==> src/rtl/rxpuc_pkg.sv <==
// Package for the receive path power-up control block.
// Assumes one system clock and an APB master on the register side.
package rxpuc_pkg;

  // ==========================================================================
  // Register map.
  localparam logic [7:0] RXPUC_OFS_UP = 8'h00;
  localparam logic [7:0] RXPUC_OFS_STATUS = 8'h04;

  // ==========================================================================
  // Field positions of the power-up request register.
  localparam int LOW_NOISE_AMP_UP_REQ = 7;
  localparam int RX_MIXER_UP_REQ = 6;
  localparam int BASEBAND_AMP_UP_REQ = 5;
  localparam int RX_MIXER_BUFFER_UP_REQ = 4;
  localparam int RESERVED_UP_BIT = 3;
  localparam int RX_LOWPASS_UP_REQ = 2;
  localparam int GAIN_AMP_UP_REQ = 1;
  localparam int SAMPLER_UP_REQ = 0;

  // ==========================================================================
  // Reset values.
  localparam logic [7:0] RXPUC_UP_RESET = 8'hff;
  localparam logic [7:0] RXPUC_EN_RESET = 8'h00;
  localparam logic [7:0] RXPUC_STAGE_MASK = 8'hf7;

  // ==========================================================================
  // Pair decode: both high gives the modem, up only gives off, else on.
  function automatic logic rxpuc_decode(input logic down, input logic up,
                                        input logic modem);
    logic en;
    en = 1'b1;
    if (up && down) begin
      en = modem;
    end else if (up) begin
      en = 1'b0;
    end
    return en;
  endfunction : rxpuc_decode

endpackage : rxpuc_pkg

==> src/rtl/rxpuc_stage.sv <==
// One receive path stage enable, decoded from its request pair.
// Assumes all inputs come from logic on the same clock.
`timescale 1ns/10ps
module rxpuc_stage
  import rxpuc_pkg::*;
(
  // Clock and reset.
  input wire logic clk,
  input wire logic rst,
  // Request pair and modem request.
  input wire logic down_req,
  input wire logic up_req,
  input wire logic modem_en,
  // Registered stage enable.
  output logic stage_en
);

  // ==========================================================================
  // Decode and register.
  logic en_d;
  logic en_q;

  always_comb begin
    en_d = rxpuc_decode(down_req, up_req, modem_en);
  end

  always_ff @(posedge clk) begin
    if (rst) begin
      en_q <= 1'b0;
    end else begin
      en_q <= en_d;
    end
  end

  assign stage_en = en_q;

endmodule : rxpuc_stage

==> src/rtl/rxpuc_top.sv <==
// Receive path power-up request register with APB access and stage enables.
// Assumes the companion power-down bits and the modem enables arrive
// as same-clock inputs from neighbouring logic.
`timescale 1ns/10ps
module rxpuc_top
  import rxpuc_pkg::*;
(
  // Clock and reset.
  input wire logic CLK_SYS,
  input wire logic RST,
  // APB slave.
  input wire logic PSEL,
  input wire logic PENABLE,
  input wire logic PWRITE,
  input wire logic [7:0] PADDR,
  input wire logic [31:0] PWDATA,
  input wire logic [3:0] PSTRB,
  output logic [31:0] PRDATA,
  output logic PREADY,
  output logic PSLVERR,
  // Companion power-down bits and modem enables, one per bit position.
  input wire logic [7:0] STAGE_DOWN_REQ,
  input wire logic [7:0] MODEM_STAGE_EN,
  // Stage enables; bit 3 has no stage and stays low.
  output logic [7:0] STAGE_EN
);

  // ==========================================================================
  // Register state.
  logic [7:0] up_q;
  logic [7:0] up_d;
  logic [31:0] rdata_q;
  logic [31:0] rdata_d;
  logic err_q;
  logic err_d;
  logic setup;
  logic wr_acc;
  logic [7:0] en_w;

  // ==========================================================================
  // Address decode, shared by the write strobe and the checks below.
  function automatic logic rxpuc_hit_up(input logic [7:0] addr);
    return addr == RXPUC_OFS_UP;
  endfunction : rxpuc_hit_up

  function automatic logic rxpuc_hit_status(input logic [7:0] addr);
    return addr == RXPUC_OFS_STATUS;
  endfunction : rxpuc_hit_status

  assign setup = PSEL && !PENABLE;
  // A write without its low byte lane carries no request bits, so it is dropped quietly.
  assign wr_acc = PSEL && PENABLE && PWRITE && PSTRB[0] && rxpuc_hit_up(PADDR);

  // ==========================================================================
  // Request register.
  always_comb begin
    up_d = up_q;
    if (wr_acc) begin
      up_d = PWDATA[7:0];
    end
  end

  always_ff @(posedge CLK_SYS) begin
    if (RST) begin
      up_q <= RXPUC_UP_RESET;
    end else begin
      up_q <= up_d;
    end
  end

  // ==========================================================================
  // Read path.
  // Reads are prepared in the setup cycle so the access phase needs no wait.
  always_comb begin
    rdata_d = rdata_q;
    err_d = err_q;
    if (setup) begin
      rdata_d = 32'h0000_0000;
      err_d = 1'b0;
      case (PADDR)
        RXPUC_OFS_UP: begin
          rdata_d = {24'h00_0000, up_q};
        end
        RXPUC_OFS_STATUS: begin
          err_d = PWRITE;
          rdata_d = {24'h00_0000, en_w};
        end
        default: begin
          err_d = 1'b1;
        end
      endcase
    end
  end

  always_ff @(posedge CLK_SYS) begin
    if (RST) begin
      rdata_q <= 32'h0000_0000;
      err_q <= 1'b0;
    end else begin
      rdata_q <= rdata_d;
      err_q <= err_d;
    end
  end

  // The word was staged in the setup cycle, so every access completes at once.
  assign PREADY = PENABLE;
  assign PRDATA = rdata_q;
  assign PSLVERR = PSEL && PENABLE && err_q;

  // ==========================================================================
  // Stage decoders. Reserved bit 3 drives no stage; software should leave it at 1.
  // Each enable is registered so the analog side never sees a decode glitch.
  genvar g;
  generate
    for (g = 0; g < 8; g++) begin : g_stage
      if (g == RESERVED_UP_BIT) begin : g_rsvd
        assign en_w[g] = 1'b0;
      end else begin : g_dec
        rxpuc_stage u_stage (
          .clk(CLK_SYS),
          .rst(RST),
          .down_req(STAGE_DOWN_REQ[g]),
          .up_req(up_q[g]),
          .modem_en(MODEM_STAGE_EN[g]),
          .stage_en(en_w[g])
        );
      end
    end
  endgenerate

  assign STAGE_EN = en_w;
endmodule : rxpuc_top

==> config.mk <==
export PLATFORM = sky130hd
export DESIGN_NAME = rxpuc_top
export DESIGN_NICKNAME = d
export VERILOG_FILES = /design/src/rtl/rxpuc_pkg.sv /design/src/rtl/rxpuc_stage.sv /design/src/rtl/rxpuc_top.sv
export SDC_FILE = /design/constraint.sdc
export NUM_CORES = 1
export LEC_CHECK = 0
export BUFFER_PORTS_ARGS = -buffer_cell sky130_fd_sc_hd__buf_2
export CAP_MARGIN = 20
export CELL_PAD_IN_SITES_DETAIL_PLACEMENT = 1
export CELL_PAD_IN_SITES_GLOBAL_PLACEMENT = 2
export CORE_ASPECT_RATIO = 1.25
export CORE_MARGIN = 2
export CORE_UTILIZATION = 19
export DETAILED_ROUTE_END_ITERATION = 10
export GPL_ROUTABILITY_DRIVEN = 1
export MAX_ROUTING_LAYER = met4
export PLACE_DENSITY_LB_ADDON = 0.1
export SYNTH_ARGS = -nofsm -noshare
export SYNTH_HDL_FRONTEND = slang
export SYNTH_SLANG_ARGS = --single-unit
==> constraint.sdc <==
create_clock -name CLK_SYS -period 1.25 [get_ports CLK_SYS]
set_input_delay 0.25 -clock CLK_SYS [delete_from_list [all_inputs] [get_ports CLK_SYS]]
set_output_delay 0.25 -clock CLK_SYS [all_outputs]
set_load 0.02 [all_outputs]
== After elaboration in Yosys (flattened, before gate mapping) ==
Cells that the tools add are included.

* Mux-type cells: 16
* Reduce and logical (&&, ||, !) cells: 15
* Equality and inequality tests: 1

{| class="wikitable"
|+ Operator list
! kind !! count
|-
| 8-bit case mux with 2 select lines || 1
|-
| 1-bit two-way mux || 14
|-
| 1-bit logical AND || 13
|-
| 8-bit by 3-bit equality test with 1-bit output, second input constant || 1
|-
| 8-bit logical NOT || 1
|-
| 1-bit case mux with 2 select lines || 1
|-
| 1-bit logical NOT || 1
|}

* Output and inout bits: 42
* Word-level logic and storage cells: 42
* Bits of input ports: 65
* Bits in registers: 48

== Longest topological paths before layout ==
Gate-level depths: netlist of the first run.

* Depth after elaboration: 4
* Mapped depth: 4
* Gate-level depth less buffers: 3

== Cells and area by module ==
Synthesis of the first run repeated with hierarchy kept, for this count alone.

* Cell total of the unflattened synthesis: 129
* Area, all modules: 1217.4 µm²

{| class="wikitable"
|+ Modules (own cells, without submodules)
! module !! sequential area each (µm²) !! times used !! area an instance (µm²) !! cells each
|-
| rxpuc_top || 340.3 || 1 || 989.7 || 108
|-
| rxpuc_stage || 20.0 || 7 || 32.5 || 3
|}

== Least setup slack after synthesis of the first run ==
OpenSTA, ideal clock, no wires.

* Path type: input port to flip-flop
* Start: input port PADDR[2]
* End: register up_q[0]
* Arrival time: 1.064 ns
* Data required time: 1.125 ns
* Path buffers: 1
* Library setup time: 0.125 ns
* Cell stages on the path: 4
* Setup slack: 0.061 ns
* Path through: buf_6 nor4_4 nand3_2 mux2i_1

* Word-level cells in the longest chain between the ends: 2

{| class="wikitable"
|+ Ends and longest elaborated chain
! item !! line !! source
|-
| start: declaration || rxpuc_top.sv:15 || <nowiki>input wire logic [7:0] PADDR,</nowiki>
|-
| 8-bit logical NOT || rxpuc_top.sv:43 || <nowiki>return addr == RXPUC_OFS_UP;</nowiki>
|-
| 1-bit logical AND || rxpuc_top.sv:52 || <nowiki>assign wr_acc = PSEL && PENABLE && PWRITE && PSTRB[0] && rxpuc_hit_up(PADDR);</nowiki>
|-
| end signal: assignment || rxpuc_top.sv:67 || <nowiki>up_q <= up_d;</nowiki>
|-
| end: declaration || rxpuc_top.sv:30 || <nowiki>logic [7:0] up_q;</nowiki>
|}

Every way passes these cells.
A chain may end at the register's enable or synchronous reset.

== Worst setup path after layout of the first run ==
* Start: register err_q
* End: output port PSLVERR

* Word-level cells in the longest chain between the ends: 1

{| class="wikitable"
|+ Ends and longest elaborated chain
! item !! line !! source
|-
| start: declaration || rxpuc_top.sv:34 || <nowiki>logic err_q;</nowiki>
|-
| start signal: assignment || rxpuc_top.sv:101 || <nowiki>err_q <= err_d;</nowiki>
|-
| 1-bit logical AND || rxpuc_top.sv:108 || <nowiki>assign PSLVERR = PSEL && PENABLE && err_q;</nowiki>
|-
| end: declaration || rxpuc_top.sv:20 || <nowiki>output logic PSLVERR,</nowiki>
|}

Every way passes these cells.

==> reports/metrics.yaml, run 1 <==
synth_cells: 136
grt_pass1_wl_um: 4890
report.power.total_mw: 1.57
fp.dieH_um: 95
intPower_mw: 1.15
drtAntennaViolNets: 0
nets: 251
crit_buf_inv: 1
cts_buffers: 3
drv_slew: 0
maxCapViolCount: 0
num_io_pins: 107
post-dp-hpwl_um: 2590
hp-class: "in -> reg"
row_count: 33
post_cts_buffers: 0
min_from: "STAGE_DOWN_REQ[6]"
syn_area_um2: 1260
leakage_nw: 0.822
multi_input_area_um2: 589
yosys.area.top_type_share: 0.382
path_cells: "and3_1 > buf_2"
synthTopCellsByArea: "dfxtp_1, buf_4, mux2i_1"
syn_to_final_growth_pct: 25.1
cts.htree.levels: 1
ys_types: 22
first_iter_violations: 31
grt_max_degree: 20
crit_cells: 2
area.sequential_um2: 480
critical_path.top_delay_family: "flip-flops"
grt_antenna_before_repair: 0
post-place-cells: 268
yosysTopAreaCell: "dfxtp_1"
cts_tree: "yes"
grt.total_usage: 0.0909
chipWidth_um: 76.8
synth_edf_count: 0
switching_share: 0.271
core_um2: 6480
overflow: 0
rsz0062_at_grt: "no"
vias: 1031
cts_num_sinks: 24
status: "finished clean"
clkTransAtPathRegs_ns: 0.08
power_density_nw_per_um2: 999
cpPeakStageDelay_ns: 0.33
required_ns: 1.00
pwr-share-comb: 0.164
stdcell_count: 272
whs_ns: 0.218
reg2reg_from: "up_q[5]$_SDFFE_PP1P_"
clkLatencyLatePin_ns: 0.26
gp_congestion: 0.683
grt_pass1_vias: 991
cts_buffer_depth: 2
drive_gt1_frac: 0.368
hold_buffers: 0
dr.pass1.iters: 4
fmax_ghz: 0.876
crit_arrival_ns: 0.89
start_util: 0.194
skew_ns: 0.00226
ys_seq_elements: 24
seqPwrFrac: 0.497
path_class: "reg -> out"
crit_path_start: "err_q$_SDFFE_PP0P_"
ctsResizeCount: 0
peakVddDrop_mv: 0.359
fin_crit_ns: 1.14
ys.flop_type: "dfxtp_1"
post-route-period-util: 0.913
setup-violations-final: 0
setup.worst_path.end_class: "output pin"
synthArstFlopShare: 0
whs_path_depth: 3
cts_root_buf: "clkbuf_8"
ys_seq_area_frac: 0.382
wl_per_cell_um: 12.1
die_area_um2: 7300
num-fill-cells: 808
crit_path_max_fanout: 2
cpMaxStageDelayCell: "dfxtp_1"
drc: 0
reg2reg_depth: 2
netSwitchingPower_mw: 0.426
startpoint_type: "register"
syn_avg_cell_area_um2: 9.26
hold_violations: 0
diodes: 0
routed_wl_um: 3280
p_clk_frac: 0.339
port_buffers: 52
synth-warning-count: 0
viasPerCell: 3.79
power by group through the flow:
stage	Clock (mW)	Combinational [mW]	Sequential [mW]
5_1_grt	0.583	0.281	0.783
2_1_floorplan	0	0.228	0.798
3_5_place_dp	0	0.260	0.800
4_1_cts	0.555	0.261	0.782
3_3_place_gp	0	0.256	0.799
6_report	0.534	0.258	0.782
flip-flops by register name, indices dropped and copies added, names as in the netlist:
name / count
err_q: 1
PRDATA: 8
up_q: 8
g_stage.g_dec.u_stage.stage_en: 7
worst min-delay path: stages:
cell	delay [ns]
buf_2	0.09
nand2_1	0.05
a21oi_1	0.05
cells in the mapped netlist (all sizes together) (2+ instances only):
library cell,instances
nand2,14
nor4,2
a21oi,8
o32ai,7
nor2,17
dfxtp,24
mux2i,15
clkbuf,3
buf,35
kinds of logic after synthesis:
| family | Yosys count | synth area share |
|---|---|---|
| muxes | 15 | 0.119 |
| AOI/OAI and AO/OA | 16 | 0.0895 |
| DFF | 24 | 0.382 |
| and+or+nand+nor | 41 | 0.185 |
| buffers and inverters | 39 | 0.222 |
| other | 1 | 0.00298 |
cells in the final DEF, fill, tap and decap left out:
cell type / count
buf_2: 52
buf_4: 5
nor2_1: 17
o221a_2: 1
nand2b_1: 1
nand3_2: 1
and3_1: 1
dfxtp_1: 24
clkbuf_8: 4
conb_1: 25
buf_12: 2
a21oi_1: 8
nand2_1: 14
nand4_1: 1
and4_1: 1
inv_1: 1
nand4b_4: 1
mux2i_1: 15
o32ai_1: 7
nor4_4: 2
nor2b_1: 1
and2_1: 1
metrics by stage:
stage	TNS (ns)	cell area (um^2)	util	worst slack, ns
6_report	0	1580	0.243	0.108
5_1_grt	0	1580	0.243	0.0620
4_1_cts	0	1580	0.243	0.101
3_5_place_dp	-1.64	1520	0.235	-0.118
3_3_place_gp	-1.43	1520	0.235	-0.122
2_1_floorplan	0	1350	-	0.0605
layer usage:
| layer | global-route usage | wire (um) | vias to the layer above |
|---|---|---|---|
| li1 | - | - | 503 |
| met1 | 0.0968 | 1260 | 486 |
| met2 | 0.161 | 1790 | 40 |
| met3 | 0.0182 | 196 | 2 |
| met4 | 0.0455 | 38 | 0 |
| met5 | - | 0 | - |
final timing paths:
kind	end	slack (ns)
min	g_stage[6].g_dec.u_stage.stage_en$_SDFF_PP0_	0.22
max	PSLVERR	0.11
min reg2reg	g_stage[5].g_dec.u_stage.stage_en$_SDFF_PP0_	0.46
max reg2reg	PRDATA[5]$_SDFFE_PP0P_	0.48
cell type report:
type / instances / share of cell area
clock buffer: 4 / 0.0349
multi-input combinational: 97 / 0.374
sequential: 24 / 0.305
inverter: 1 / 0.00238
tap: 87 / 0.0691
timing repair buffer: 59 / 0.214
(Power assumes the default switching activity.)
==> inputs of run 2 (changes only) <==
Settings changed: PLACE_DENSITY from default to 0.75, PLACE_DENSITY_LB_ADDON 0.1 to default.
==> reports/metrics.yaml, run 2 (synthesized netlist as in run 1, its figures left out) <==
grt_pass1_vias: 969  # -2.2%
drv_slew: 0  # unchanged
cts.htree.levels: 1  # unchanged
hp-class: "in -> reg"
row_count: 33  # unchanged
startpoint_type: "register"
core_um2: 6480  # unchanged
setup-violations-final: 0  # unchanged
area.sequential_um2: 480  # unchanged
wl_per_cell_um: 11.2  # -7.3%
cts_buffers: 3  # unchanged
grt.total_usage: 0.0851  # -0.00576
gp_congestion: 0.635  # -7.0%
crit_arrival_ns: 0.88  # about the same
required_ns: 1.00  # about the same
drc: 0  # unchanged
layout_commonest_cell: "buf_2"
chipWidth_um: 76.8  # unchanged
crit_path_max_fanout: 2  # unchanged
fmax_ghz: 0.882  # +0.71%
fin_crit_ns: 1.13  # -0.00806 ns
clkLatencyLatePin_ns: 0.26  # about the same
hold_buffers: 0  # unchanged
cts_tree: "yes"
rsz0062_at_grt: "no"
status: "finished clean"
cts_num_sinks: 24  # unchanged
start_util: 0.194  # unchanged
fp.dieH_um: 95  # unchanged
whs_path_depth: 3  # unchanged
grt_pass1_wl_um: 4740  # -3.0%
diodes: 0  # unchanged
num_io_pins: 107  # unchanged
clkTransAtPathRegs_ns: 0.08  # about the same
cts_root_buf: "clkbuf_8"
cts_buffer_depth: 2  # unchanged
post-place-cells: 268  # unchanged
grt_antenna_before_repair: 0  # unchanged
setup.worst_path.end_class: "output pin"
drive_gt1_frac: 0.368  # unchanged
post-route-period-util: 0.907  # -0.00645
vias: 1036  # +0.48%
port_buffers: 52  # unchanged
post_cts_buffers: 0  # unchanged
overflow: 0  # unchanged
ctsResizeCount: 0  # unchanged
multi_input_area_um2: 589  # unchanged
dr.pass1.iters: 2  # -2
power_density_nw_per_um2: 997  # -0.23%
leakage_nw: 0.818  # -0.56%
maxCapViolCount: 0  # unchanged
hold_violations: 0  # unchanged
post-dp-hpwl_um: 2310  # -11%
layout_common_cells: "buf_2, conb_1, dfxtp_1"
peakVddDrop_mv: 0.321  # -11%
first_iter_violations: 44  # +42%
die_area_um2: 7300  # unchanged
routed_wl_um: 3040  # -7.3%
path_class: "reg -> out"
grt_max_degree: 21  # +5.0%
drtAntennaViolNets: 0  # unchanged
reg2reg_depth: 2  # unchanged
num-fill-cells: 796  # -1.5%
stdcell_count: 272  # unchanged
nets: 251  # unchanged
viasPerCell: 3.81  # +0.48%
skew_ns: 0.00184  # -0.000419 ns
syn_to_final_growth_pct: 24.2
final.setup.tns_ns: 0  # unchanged
finalCoreUtilization: 0.241  # -0.00193
## run 2: cell count changes in the layout (fill, tap and decap cells not counted)
| cell | previous run | this run |
|---|---|---|
| buf_12 | 2 | 1 |
| buf_4 | 5 | 6 |
## run 2: layout make-up
type                            instances  area share
Timing Repair Buffer                   59       0.208
Inverter                                1     0.00240
Sequential cell                        24       0.307
Tap cell                               87      0.0697
Multi-Input combinational cell         97       0.377
Clock buffer                            4      0.0352
## run 2: worst max-delay path, stage by stage (launching register included)
cell and delay, ns:
dfxtp_1 0.33, and3_1 0.13, buf_2 0.15
## run 2: where the power goes
part           switching, mW  leakage, nW  internal [mW]
combinational          0.166        0.594         0.0863
sequential           0.00522        0.195          0.776
clock                  0.244       0.0288          0.281
## run 2: metrics by stage
| step | power, mW | worst slack, ns | hold WS [ns] | area (um^2) |
|---|---|---|---|---|
| final | 1.56 | 0.116 | 0.225 | 1560 |
| after CTS | 1.59 | 0.106 | 0.215 | 1560 |
| after detailed placement | 1.05 | -0.160 | 0.453 | 1510 |
| after global placement | 1.05 | -0.152 | 0.443 | 1510 |
| after global routing | 1.64 | 0.0174 | 0.230 | 1560 |
| after floorplan | 1.03 | 0.0605 | 0.369 | 1350 |
## run 2: layer usage
layer | track usage | up-vias | wire length [um]
li1 | - | 503 | -
met1 | 0.0982 | 479 | 1210
met2 | 0.145 | 52 | 1560
met3 | 0.0153 | 2 | 246
met4 | 0.0364 | 0 | 28
met5 | - | - | 0
## run 2: path summary, 6_finish.rpt
path / from / to / slack (ns)
worst max-delay path: err_q$_SDFFE_PP0P_ / PSLVERR / 0.12
worst min-delay path: STAGE_DOWN_REQ[0] / g_stage[0].g_dec.u_stage.stage_en$_SDFF_PP0_ / 0.23
worst max register to register: up_q[5]$_SDFFE_PP1P_ / PRDATA[5]$_SDFFE_PP0P_ / 0.46
worst min register to register: up_q[5]$_SDFFE_PP1P_ / g_stage[5].g_dec.u_stage.stage_en$_SDFF_PP0_ / 0.46
==> inputs of run 3 (changes only) <==
Settings changed: CELL_PAD_IN_SITES_DETAIL_PLACEMENT 1 to default, CELL_PAD_IN_SITES_GLOBAL_PLACEMENT 2 to default, CORE_UTILIZATION 19 to 38, PLACE_DENSITY 0.75 to 0.76.
==> reports/metrics.yaml, run 3 (synthesized netlist as in run 1, its figures left out) <==
seqPwrFrac: 0.460  # -0.041
layout_common_cells: "buf_2, conb_1, dfxtp_1"
report.power.total_mw: 1.70  # +8.9%
postLayoutCellArea_um2: 1510  # -3.4%
place_ws_ns: -0.151  # +0.00943 ns
switching_share: 0.241  # -0.0258
nets: 250  # -0.40%
final.setup.tns_ns: 0  # unchanged
cts_buffer_depth: 2  # unchanged
clkLatencyLatePin_ns: 0.26  # about the same
startpoint_type: "register"
path_cells: "and3_1 > buf_2"
skew_ns: 0.00425  # +0.00241 ns
start_util: 0.394  # +0.200
min_to: "g_stage[2].g_dec.u_stage.stage_en$_SDFF_PP0_"
layout_commonest_cell: "buf_2"
p_clk_frac: 0.396  # +0.059
fmax_ghz: 0.891  # +1.0%
finalCoreUtilization: 0.472  # +0.231
reg2reg_depth: 2  # unchanged
cts_buffers: 3  # unchanged
drv_slew: 0  # unchanged
whs_ns: 0.218  # -0.00680 ns
post-route-period-util: 0.897  # -0.00941
grt.total_usage: 0.131  # +0.0460
routed_wl_um: 2390  # -21%
port_buffers: 52  # unchanged
cts_tree: "yes"
syn_to_final_growth_pct: 19.9
setup.worst_path.end_class: "output pin"
ctsResizeCount: 0  # unchanged
vias: 988  # -4.6%
setup-violations-final: 0  # unchanged
postPlaceCellArea_um2: 1440  # -4.6%
crit_path_max_fanout: 2  # unchanged
worst_slack_ns: 0.128  # +0.0118 ns
cpMaxStageDelayCell: "dfxtp_1"
die_area_um2: 3790  # -48%
cpPeakStageDelay_ns: 0.33  # about the same
dr.pass1.iters: 4  # +2
reg2reg_from: "up_q[5]$_SDFFE_PP1P_"
post_cts_buffers: 0  # unchanged
first_iter_violations: 18  # -59%
grt_max_degree: 17  # -19%
cts.htree.levels: 1  # unchanged
grt_antenna_before_repair: 0  # unchanged
cts_root_buf: "clkbuf_8"
leakage_nw: 0.819  # +0.19%
fin_crit_ns: 1.12  # -0.0118 ns
stdcell_count: 221  # -19%
netSwitchingPower_mw: 0.408  # -1.6%
overflow: 0  # unchanged
pwr-share-comb: 0.144  # -0.018
drtAntennaViolNets: 0  # unchanged
whs_path_depth: 3  # unchanged
reg2reg_to: "PRDATA[5]$_SDFFE_PP0P_"
rsz0062_at_grt: "no"
drc: 0  # unchanged
power_density_nw_per_um2: 1120  # +13%
viasPerCell: 4.47  # +17%
drive_gt1_frac: 0.364  # -0.00344
num_io_pins: 107  # unchanged
wl_per_cell_um: 10.8  # -3.2%
post-dp-hpwl_um: 1880  # -19%
grt_pass1_vias: 939  # -3.1%
core_um2: 3190  # -51%
required_ns: 1.00  # about the same
chipWidth_um: 55.5  # -28%
status: "finished clean"
row_count: 23  # -30%
min_from: "STAGE_DOWN_REQ[2]"
post-place-cells: 217  # -19%
hold_buffers: 0  # unchanged
hp-class: "in -> reg"
peakVddDrop_mv: 0.539  # +68%
cts_num_sinks: 24  # unchanged
diodes: 0  # unchanged
r2r_setup_slack_ns: 0.48  # +0.02 ns
maxCapViolCount: 0  # unchanged
fp.dieH_um: 68.3  # -28%
clkTransAtPathRegs_ns: 0.09  # about the same
gp_congestion: 0.680  # +7.2%
grt_pass1_wl_um: 3850  # -19%
hold_violations: 0  # unchanged
crit_arrival_ns: 0.87  # about the same
intPower_mw: 1.29  # +13%
path_class: "reg -> out"
run 3: cell count changes in the layout (fill, tap and decap cells not counted), sizes merged:
cell and change:
clkbuf -1, buf -1, bufinv +1
run 3: area by class of cell:
type / instances / area [um^2]
Clock buffer: 3 / 41.3
Clock inverter: 1 / 30.0
Fill cell: 337 / 1690
Inverter: 1 / 3.75
Multi-Input combinational cell: 97 / 589
Sequential cell: 24 / 480
Tap cell: 37 / 46.3
Timing Repair Buffer: 58 / 318
run 3: worst max-delay path: cells and delay by family, from the launching register on:
family,cells,cell delay [ns]
flip-flops,1,0.33
buffers and inverters,1,0.15
AND/OR/NAND/NOR,1,0.13
run 3: routing by layer:
layer  part of all wire  global-route usage
met5                  0                   -
met4             0.0079              0.0732
met3              0.089              0.0227
met2               0.50               0.238
met1               0.40               0.136
run 3: worst max-delay path by stage:
stage / startpoint / to / slack (ns)
after CTS: err_q$_SDFFE_PP0P_ / PSLVERR / 0.12
after floorplan: PADDR[2] / up_q[0]$_SDFFE_PP1P_ / 0.06
after global placement: PADDR[5] / err_q$_SDFFE_PP0P_ / -0.12
final: err_q$_SDFFE_PP0P_ / PSLVERR / 0.13
after detailed placement: PADDR[5] / PRDATA[7]$_SDFFE_PP0P_ / -0.15
after global routing: PADDR[5] / PRDATA[7]$_SDFFE_PP0P_ / 0.02
run 3: power groups by stage:
stage	sequential (mW)	clock (mW)	combinational (mW)
2_1_floorplan	0.798	0	0.228
3_3_place_gp	0.799	0	0.243
3_5_place_dp	0.799	0	0.244
4_1_cts	0.781	0.683	0.245
5_1_grt	0.783	0.709	0.269
6_report	0.781	0.671	0.244
